<file path="config.mk">
export PLATFORM = sky130hd
export DESIGN_NAME = scbd_decoder
export DESIGN_NICKNAME = d
export VERILOG_FILES = /design/src/scbd_pkg.sv /design/src/scbd_decoder.sv
export SDC_FILE = /design/constraint.sdc
export NUM_CORES = 2
export LEC_CHECK = 0
export BUFFER_PORTS_ARGS = -buffer_cell sky130_fd_sc_hd__buf_2
export CAP_MARGIN = 20
export CORE_ASPECT_RATIO = 1.1
export CORE_MARGIN = 2
export CORE_UTILIZATION = 30
export CTS_CLUSTER_SIZE = 40
export DETAILED_ROUTE_END_ITERATION = 16
export PLACE_DENSITY = 0.53
export SLEW_MARGIN = 15
export SYNTH_ARGS = -nofsm -noshare
export SYNTH_HDL_FRONTEND = slang
export SYNTH_SLANG_ARGS = --single-unit
</file>
<file path="constraint.sdc">
create_clock -name clk -period 18 [get_ports clk]
set_clock_uncertainty 0.05 [all_clocks]
set_input_delay 2.7 -clock clk [delete_from_list [all_inputs] [get_ports clk]]
set_output_delay 2.7 -clock clk [all_outputs]
set_load 0.01 [all_outputs]
</file>
<file path="src/scbd_pkg.sv">
// Constants and types shared by the control block decoder
package scbd_pkg;
	// ==========================================
	// Control block word positions
	localparam int SCBD_CB_WORDS = 14;
	localparam logic [3:0] SCBD_W_CMD = 4'h0;
	localparam logic [3:0] SCBD_W_ENABLE = 4'h1;
	localparam logic [3:0] SCBD_W_LBA_LO = 4'h2;
	localparam logic [3:0] SCBD_W_LBA_HI = 4'h3;
	localparam logic [3:0] SCBD_W_BUF_LO = 4'h4;
	localparam logic [3:0] SCBD_W_BUF_HI = 4'h5;
	localparam logic [3:0] SCBD_W_CNT_LO = 4'h6;
	localparam logic [3:0] SCBD_W_BLK_CNT = 4'hC;
	localparam logic [3:0] SCBD_W_BLK_LEN = 4'hD;
	// ==========================================
	// Command word patterns
	localparam logic [7:0] SCBD_CMD_GROUP = 8'h1C;
	localparam logic [5:0] SCBD_LO_READ = 6'h01;
	localparam logic [5:0] SCBD_LO_VERIFY = 6'h03;
	localparam logic [5:0] SCBD_LO_SENSE = 6'h08;
	localparam logic [5:0] SCBD_LO_CAPACITY = 6'h09;
	localparam logic [15:0] SCBD_REASSIGN_WORD = 16'h1C18;
	// ==========================================
	// Flag positions
	localparam int SCBD_B_DISC_INH = 7;
	localparam int SCBD_B_SYNC_INH = 6;
	localparam int SCBD_B_ENABLE_WORD = 15;
	localparam int SCBD_B_STATUS_EXPAND = 14;
	localparam int SCBD_B_RETRY = 13;
	localparam int SCBD_B_LIST_PTR = 12;
	localparam int SCBD_B_SUPPRESS = 10;
	localparam int SCBD_B_BYPASS = 9;
	localparam int SCBD_B_CHAIN = 0;
	// ==========================================
	// Data structure sizes and limits
	localparam logic [15:0] SCBD_CAP_BYTES = 16'h0008;
	localparam logic [15:0] SCBD_DEFECT_HDR = 16'h0004;
	localparam logic [31:0] SCBD_MAX_XFER = 32'h00FF_FFFF;
	localparam logic [15:0] SCBD_SENSE_B0 = 16'h0000;
	localparam logic [15:0] SCBD_SENSE_B1 = 16'h0001;
	localparam logic [15:0] SCBD_SENSE_B2 = 16'h0002;
	localparam logic [15:0] SCBD_SENSE_ADDL = 16'h0007;
	localparam logic [2:0] SCBD_CLASS_EXT = 3'h7;
	// ==========================================
	// Target operations and states
	typedef enum logic [2:0] {
		SCBD_OP_NONE = 3'b000,
		SCBD_OP_READ = 3'b001,
		SCBD_OP_CAPACITY = 3'b010,
		SCBD_OP_VERIFY = 3'b011,
		SCBD_OP_REASSIGN = 3'b100,
		SCBD_OP_SENSE = 3'b101
	} scbd_op_t;
	typedef enum logic [2:0] {
		SCBD_ST_IDLE = 3'b000,
		SCBD_ST_DECODE = 3'b001,
		SCBD_ST_TGT_ISSUE = 3'b010,
		SCBD_ST_TGT_WAIT = 3'b011,
		SCBD_ST_TGT_BYTES = 3'b100,
		SCBD_ST_RD_REQ = 3'b101,
		SCBD_ST_RD_WAIT = 3'b110,
		SCBD_ST_DONE = 3'b111
	} scbd_state_t;
endpackage

</file>
<file path="src/scbd_decoder.sv">
// Control block command decoder and executor
`timescale 1ns/1ps

module scbd_decoder (
	input wire logic clk,
	input wire logic reset,
	input wire logic clk_en,
	input wire logic cb_valid,
	input wire logic [15:0] cb_word,
	output logic cb_ready,
	output logic tgt_cmd_valid,
	output scbd_pkg::scbd_op_t tgt_op,
	output logic [31:0] tgt_lba,
	output logic [15:0] tgt_count,
	output logic [15:0] tgt_block_len,
	input wire logic tgt_done,
	input wire logic tgt_byte_valid,
	input wire logic [7:0] tgt_byte,
	input wire logic tgt_byte_last,
	output logic mem_rd_req,
	output logic mem_wr_valid,
	output logic [31:0] mem_addr,
	output logic [7:0] mem_wr_data,
	input wire logic mem_rd_valid,
	input wire logic [7:0] mem_rd_data,
	output logic host_irq,
	output logic cmd_invalid,
	output logic disconnect_inhibit_flag,
	output logic sync_inhibit_flag,
	output logic status_expand_option,
	output logic retry_option,
	output logic list_pointer_option,
	output logic buffer_bypass_option,
	output logic chain_option,
	output logic suppress_option,
	output logic [31:0] cap_last_lba,
	output logic [31:0] cap_block_len,
	output logic address_valid_flag,
	output logic [2:0] sense_class,
	output logic [3:0] sense_code,
	output logic [7:0] sense_segment,
	output logic filemark_flag,
	output logic end_of_medium_flag,
	output logic length_mismatch_flag,
	output logic [3:0] sense_key,
	output logic [31:0] sense_info,
	output logic [7:0] sense_addl_len
);
	import scbd_pkg::*;

	// ==========================================
	// State
	typedef struct packed {
		scbd_state_t state;
		logic [3:0] widx;
		logic [SCBD_CB_WORDS-1:0][15:0] words;
		logic [15:0] offset;
		logic [15:0] dlen;
		logic [31:0] acc;
		logic cb_ready;
		logic tgt_cmd_valid;
		scbd_op_t tgt_op;
		logic [31:0] tgt_lba;
		logic [15:0] tgt_count;
		logic [15:0] tgt_block_len;
		logic mem_rd_req;
		logic mem_wr_valid;
		logic [31:0] mem_addr;
		logic [7:0] mem_wr_data;
		logic host_irq;
		logic cmd_invalid;
		logic [15:0] cmd_flags;
		logic [15:0] enable_flags;
		logic [31:0] cap_lba;
		logic [31:0] cap_len;
		logic [7:0] sb0;
		logic [7:0] sb1;
		logic [7:0] sb2;
		logic [31:0] info;
		logic [7:0] addl;
	} scbd_regs_t;

	scbd_regs_t r_reg;
	scbd_regs_t r_next;

	// ==========================================
	// Command decode
	logic [15:0] cmd_w;
	logic in_group;
	logic dec_read;
	logic dec_cap;
	logic dec_ver;
	logic dec_sense;
	logic dec_reassign;
	logic [31:0] buf_addr;
	logic [31:0] ver_bytes;
	logic ver_over;

	assign cmd_w = r_reg.words[SCBD_W_CMD];
	assign in_group = cmd_w[15:8] == SCBD_CMD_GROUP && cmd_w[5:4] == 2'b00;
	assign dec_read = in_group && cmd_w[3:0] == SCBD_LO_READ[3:0];
	assign dec_cap = in_group && cmd_w[3:0] == SCBD_LO_CAPACITY[3:0];
	assign dec_ver = in_group && cmd_w[3:0] == SCBD_LO_VERIFY[3:0];
	assign dec_sense = in_group && cmd_w[3:0] == SCBD_LO_SENSE[3:0];
	assign dec_reassign = cmd_w == SCBD_REASSIGN_WORD;
	assign buf_addr = {r_reg.words[SCBD_W_BUF_HI], r_reg.words[SCBD_W_BUF_LO]};
	assign ver_bytes = r_reg.words[SCBD_W_BLK_CNT] * r_reg.words[SCBD_W_BLK_LEN];
	assign ver_over = ver_bytes > SCBD_MAX_XFER;

	// ==========================================
	// Next state
	always_comb begin
		r_next = r_reg;
		r_next.tgt_cmd_valid = 1'b0;
		r_next.mem_rd_req = 1'b0;
		r_next.mem_wr_valid = 1'b0;
		r_next.host_irq = 1'b0;
		r_next.cmd_invalid = 1'b0;
		case (r_reg.state)
			SCBD_ST_IDLE: begin
				if (cb_valid) begin
					r_next.words[r_reg.widx] = cb_word;
					if (r_reg.widx == 4'(SCBD_CB_WORDS - 1)) begin
						r_next.widx = 4'h0;
						r_next.state = SCBD_ST_DECODE;
					end else begin
						r_next.widx = r_reg.widx + 4'h1;
					end
				end
			end
			SCBD_ST_DECODE: begin
				r_next.cmd_flags = cmd_w;
				r_next.enable_flags = r_reg.words[SCBD_W_ENABLE];
				r_next.tgt_lba = {r_reg.words[SCBD_W_LBA_HI], r_reg.words[SCBD_W_LBA_LO]};
				r_next.tgt_count = r_reg.words[SCBD_W_BLK_CNT];
				r_next.tgt_block_len = r_reg.words[SCBD_W_BLK_LEN];
				r_next.offset = 16'h0000;
				r_next.state = SCBD_ST_TGT_ISSUE;
				if (dec_reassign) begin
					r_next.tgt_op = SCBD_OP_REASSIGN;
					r_next.dlen = 16'h0000;
					r_next.state = SCBD_ST_RD_REQ;
				end else if (dec_cap) begin
					r_next.tgt_op = SCBD_OP_CAPACITY;
					r_next.tgt_count = SCBD_CAP_BYTES;
				end else if (dec_ver && !ver_over) begin
					r_next.tgt_op = SCBD_OP_VERIFY;
				end else if (dec_sense) begin
					r_next.tgt_op = SCBD_OP_SENSE;
					r_next.tgt_count = {8'h00, r_reg.words[SCBD_W_CNT_LO][7:0]};
				end else if (dec_read) begin
					r_next.tgt_op = SCBD_OP_READ;
				end else begin
					r_next.tgt_op = SCBD_OP_NONE;
					r_next.cmd_invalid = 1'b1;
					r_next.state = SCBD_ST_DONE;
				end
			end
			SCBD_ST_TGT_ISSUE: begin
				r_next.tgt_cmd_valid = 1'b1;
				if (r_reg.tgt_op == SCBD_OP_CAPACITY || r_reg.tgt_op == SCBD_OP_SENSE) begin
					r_next.offset = 16'h0000;
					r_next.state = SCBD_ST_TGT_BYTES;
				end else begin
					r_next.state = SCBD_ST_TGT_WAIT;
				end
			end
			SCBD_ST_TGT_WAIT: begin
				if (tgt_done) begin
					if (r_reg.tgt_op == SCBD_OP_REASSIGN
						&& r_reg.offset != r_reg.dlen + SCBD_DEFECT_HDR) begin
						r_next.state = SCBD_ST_RD_REQ;
					end else begin
						r_next.state = SCBD_ST_DONE;
					end
				end
			end
			SCBD_ST_TGT_BYTES: begin
				if (tgt_byte_valid) begin
					r_next.mem_wr_valid = 1'b1;
					r_next.mem_addr = buf_addr + {16'h0000, r_reg.offset};
					r_next.mem_wr_data = tgt_byte;
					r_next.offset = r_reg.offset + 16'h0001;
					if (r_reg.tgt_op == SCBD_OP_CAPACITY) begin
						if (r_reg.offset < SCBD_DEFECT_HDR) begin
							r_next.cap_lba = {r_reg.cap_lba[23:0], tgt_byte};
						end else begin
							r_next.cap_len = {r_reg.cap_len[23:0], tgt_byte};
						end
					end else begin
						if (r_reg.offset == SCBD_SENSE_B0) begin
							r_next.sb0 = tgt_byte;
						end
						if (r_reg.offset == SCBD_SENSE_B1) begin
							r_next.sb1 = tgt_byte;
						end
						if (r_reg.offset == SCBD_SENSE_B2) begin
							r_next.sb2 = tgt_byte;
						end
						if (r_reg.offset > SCBD_SENSE_B2 && r_reg.offset < SCBD_SENSE_ADDL) begin
							r_next.info = {r_reg.info[23:0], tgt_byte};
						end
						if (r_reg.offset == SCBD_SENSE_ADDL) begin
							r_next.addl = tgt_byte;
						end
					end
					if (tgt_byte_last || r_reg.offset + 16'h0001 == r_reg.tgt_count) begin
						r_next.state = SCBD_ST_DONE;
					end
				end
			end
			SCBD_ST_RD_REQ: begin
				r_next.mem_rd_req = 1'b1;
				r_next.mem_addr = buf_addr + {16'h0000, r_reg.offset};
				r_next.state = SCBD_ST_RD_WAIT;
			end
			SCBD_ST_RD_WAIT: begin
				if (mem_rd_valid) begin
					r_next.offset = r_reg.offset + 16'h0001;
					r_next.state = SCBD_ST_RD_REQ;
					if (r_reg.offset == 16'h0002) begin
						r_next.dlen[15:8] = mem_rd_data;
					end
					if (r_reg.offset == 16'h0003) begin
						r_next.dlen[7:0] = mem_rd_data;
						if ({r_reg.dlen[15:8], mem_rd_data} == 16'h0000) begin
							r_next.state = SCBD_ST_DONE;
						end
					end
					if (r_reg.offset >= SCBD_DEFECT_HDR) begin
						r_next.acc = {r_reg.acc[23:0], mem_rd_data};
						if (r_reg.offset[1:0] == 2'b11) begin
							r_next.tgt_lba = {r_reg.acc[23:0], mem_rd_data};
							r_next.tgt_count = 16'h0001;
							r_next.state = SCBD_ST_TGT_ISSUE;
						end
					end
				end
			end
			SCBD_ST_DONE: begin
				r_next.host_irq = 1'b1;
				r_next.state = SCBD_ST_IDLE;
			end
			default: begin
				r_next.state = SCBD_ST_IDLE;
			end
		endcase
		r_next.cb_ready = r_next.state == SCBD_ST_IDLE;
	end

	always_ff @(posedge clk) begin
		if (reset) begin
			r_reg <= '0;
			r_reg.cb_ready <= 1'b1;
		end else if (clk_en) begin
			r_reg <= r_next;
		end
	end

	// ==========================================
	// Outputs
	assign cb_ready = r_reg.cb_ready;
	assign tgt_cmd_valid = r_reg.tgt_cmd_valid;
	assign tgt_op = r_reg.tgt_op;
	assign tgt_lba = r_reg.tgt_lba;
	assign tgt_count = r_reg.tgt_count;
	assign tgt_block_len = r_reg.tgt_block_len;
	assign mem_rd_req = r_reg.mem_rd_req;
	assign mem_wr_valid = r_reg.mem_wr_valid;
	assign mem_addr = r_reg.mem_addr;
	assign mem_wr_data = r_reg.mem_wr_data;
	assign host_irq = r_reg.host_irq;
	assign cmd_invalid = r_reg.cmd_invalid;
	assign disconnect_inhibit_flag = r_reg.cmd_flags[SCBD_B_DISC_INH];
	assign sync_inhibit_flag = r_reg.cmd_flags[SCBD_B_SYNC_INH];
	assign status_expand_option = r_reg.enable_flags[SCBD_B_STATUS_EXPAND];
	assign retry_option = r_reg.enable_flags[SCBD_B_RETRY];
	assign list_pointer_option = r_reg.enable_flags[SCBD_B_LIST_PTR];
	assign buffer_bypass_option = r_reg.enable_flags[SCBD_B_BYPASS];
	assign chain_option = r_reg.enable_flags[SCBD_B_CHAIN];
	assign suppress_option = r_reg.enable_flags[SCBD_B_SUPPRESS];
	assign cap_last_lba = r_reg.cap_lba;
	assign cap_block_len = r_reg.cap_len;
	assign address_valid_flag = r_reg.sb0[7];
	assign sense_class = r_reg.sb0[6:4];
	assign sense_code = r_reg.sb0[3:0];
	assign sense_segment = r_reg.sb1;
	assign filemark_flag = r_reg.sb2[7];
	assign end_of_medium_flag = r_reg.sb2[6];
	assign length_mismatch_flag = r_reg.sb2[5];
	assign sense_key = r_reg.sb2[3:0];
	assign sense_info = r_reg.info;
	assign sense_addl_len = r_reg.addl;

	// ==========================================
	// Checks
	logic in_dec;
	logic any_dec;
	assign in_dec = r_reg.state == SCBD_ST_DECODE;
	assign any_dec = dec_reassign || dec_cap || dec_ver || dec_sense || dec_read;
endmodule

</file>
==> qor.yml <==
status:
  status: "complete, no violations"
worst_setup_path:
  critical_path_class: "register to register"
  critPathSlowestCell: "dfxtp_1"
  path_buf_inv: 3
  worst_ep_required_time_ps: 18390
  crit_fanout: 18
  path_cells: "nand2_1 -> fa_1 -> inv_1 -> fa_1 -> fa_1 -> fa_1 -> fa_1 -> inv_1 -> fa_1 -> inv_1 -> ha_1 -> nand2_1 -> nor2b_1 -> nand4_1 -> o31ai_1 -> a21boi_0 -> o211ai_2 -> o41ai_4 -> or2_1 -> a311oi_1"
  max_stage_delay_ps: 830
  endpoint_kind: "register"
  cp_common_cell: "fa_1"
  worstPathArrival_ps: 7720
  cp_top_family: "adder cells"
  critical_path.startpoint_type: "register"
yosys:
  synth_top_area_cell: "dfxtp_1"
  synth.top_cells.by_count: "778 x nand2_1, 437 x dfxtp_1, 321 x a21oi_1"
  syn_avg_cell_area_um2: 8.16
  synthTopCellsByArea: "dfxtp_1 31%, fa_1 14%, nand2_1 10%, buf_4 6.3%, a21oi_1 5.6%"
  yosys_warnings: 0
  synth_most_common_cell: "nand2_1"
  synth_edf_count: 0
  synth-seq-cells: 437
  synth-compound-area-share_pct: 11.5
  synth_flop_cell: "dfxtp_1"
  syn_nets: 3850
  seq_area_frac_synth_pct: 30.7
  synth-simple-area-share_pct: 20.6
  synth_adder_area_share_pct: 19.2
  ys_async_sr_fraction_pct: 0
  muxShareOfSynthArea_pct: 3.16
  yosys.area_share.xor_xnor_pct: 2.18
  yosysUniqueCellTypes: 91
  synth_top_family_by_area: "simple AND/OR/NAND/NOR gates"
  synthCells: 3490
  synth.top_cell.area_share_pct: 30.7
  syn_area_um2: 28500
route:
  vias: 22600
  routed_wl_um: 85500
  antenna_left: 0
  dr.pass1.iters: 7
  drt-wirelength-per-cell_um: 18.2
  drc: 0
  vias_per_cell: 4.81
  drtIter0Drc: 1627
cts:
  cts_sinks: 437
  cts_tree: "done"
  h-tree-depth: 2
  post_cts_buffers: 0
  clkTransAtPathRegs_ps: 60
  holdBufCountCts: 0
  clockRootBuffer: "clkbuf_16"
  ctsResizeCount: 0
  cts_buffer_depth: 3
  clk_latency_ps: 600
  cts-buffers-inserted: 46
timing:
  setup_viol: 0
  worst_slew_pin_slew_ps: 1070
  report.final.hold_viol_count: 0
  final.setup.tns_ps: 0
  post-route-period-util_pct: 40.7
  drv_slew: 0
  finalWorstSetupSlack_ps: 10670
  rsz0062_at_grt: "no"
  slew_headroom_pct: 28.6
  fin_crit_ps: 7330
  max_freq_ghz: 0.136
finish:
  area.growth.synth_to_final_pct: 7.53
  final_nets: 3761
  drive_gt1_share_pct: 12.5
  finish.utilization_pct: 32.5
place:
  port_buffers: 287
  dp_slack_ps: 10670
  place_congestion: 0.852
  hpwl_um: 62400
grt:
  grt.total_usage_pct: 17.1
  grt_pass1_wl_um: 132000
  grt_max_degree: 114
  first_global_vias: 21800
  antenna_found_initial: 6
  grt_overflow: 0
power_and_ir_drop:
  ir_drop_mv: 0.0585
  p_total_w: 0.00205
  power.leakage_nw: 12.9
  power.density_nw_per_um2: 67.0
floorplan:
  design.die.area_um2: 97400
  die_w_um: 298
  ios: 288
  die_h_um: 327
  start_util_pct: 30.2
  rows: 118
  core_area_um2: 94200
hold_path:
  hp-class: "register to register"
flow_run:
  maxCapViolations: 0
==> layout make-up <==
class / instances / area, um^2
Fill cell: 10200 / 63600
Multi-Input combinational cell: 2350 / 16200
Sequential cell: 437 / 8750
Timing Repair Buffer: 314 / 1650
Tap cell: 1260 / 1580
Clock buffer: 66 / 1340
Inverter: 252 / 946
Clock inverter: 16 / 185
Antenna cell: 1 / 2.50
==> worst reg2reg max path, cell delays in order, from the launching register on <==
cell,delay [ps]
dfxtp_1,830
nand2_1,180
fa_1,560
inv_1,50
fa_1,480
fa_1,540
fa_1,520
fa_1,540
inv_1,50
fa_1,520
inv_1,40
ha_1,370
nand2_1,140
nor2b_1,210
nand4_1,110
o31ai_1,520
a21boi_0,300
o211ai_2,160
o41ai_4,670
or2_1,240
a311oi_1,100
==> per-stage QoR <==
step	instance area, um^2	instances	hold WS, ps
after floorplan	28500	3490	377
after global placement	29100	4610	385
after detailed placement	29100	4611	391
after CTS	30600	4693	399
after global routing	30600	4695	411
final	30600	4696	396
==> report_power, final <==
part | switching [W] | internal [W]
sequential | 0.00000985 | 0.000978
clock | 0.000415 | 0.000548
combinational | 0.0000737 | 0.0000264
==> cell families (layout without fill, tap and decap cells) <==
kind of cell    Yosys count  after routing
compound gates          535            535
fa+ha+maj               321            321
xor+xnor                 71             71
flops                   437            437
buf+inv                 703            648
mux                      90             90
simple gates           1333           1333
other cells               0              1
==> per-layer routing <==
layer	track usage, %	part of all wire, %	vias up
met1	23.2	44	10900
met5	0	0.062	-
met3	3.22	6.3	116
met2	28.3	47	648
met4	4.01	2.2	10
li1	-	-	10900
==> cells in the final DEF, fill, tap and decap left out, drive strengths merged, types with 25 or more instances in the layout <==
| cell | count |
|---|---|
| ha | 125 |
| nor2 | 229 |
| a21oi | 321 |
| nand3 | 38 |
| clkbuf | 67 |
| nor3 | 31 |
| o21ai | 42 |
| mux2i | 90 |
| a311oi | 35 |
| fa | 195 |
| a211oi | 25 |
| buf | 313 |
| xor2 | 32 |
| xnor2 | 39 |
| dfxtp | 437 |
| nand2 | 779 |
| inv | 252 |
| and3 | 25 |
| and2 | 129 |
==> path summary, 6_finish.rpt <==
| path | slack [ps] | endpoint | from | depth (start not counted) |
|---|---|---|---|---|
| setup / recovery | 10670 | r_reg[567]$_SDFFE_PP0P_ | register | 20 |
| hold / removal | 400 | mem_addr[8]$_SDFFE_PP0P_ | mem_addr[8]$_SDFFE_PP0P_ | 2 |
| setup reg to reg | 10670 | r_reg[567]$_SDFFE_PP0P_ | register | 20 |
| hold reg to reg | 400 | mem_addr[8]$_SDFFE_PP0P_ | mem_addr[8]$_SDFFE_PP0P_ | 2 |
Note: power is estimated with default switching activity, not from simulation.
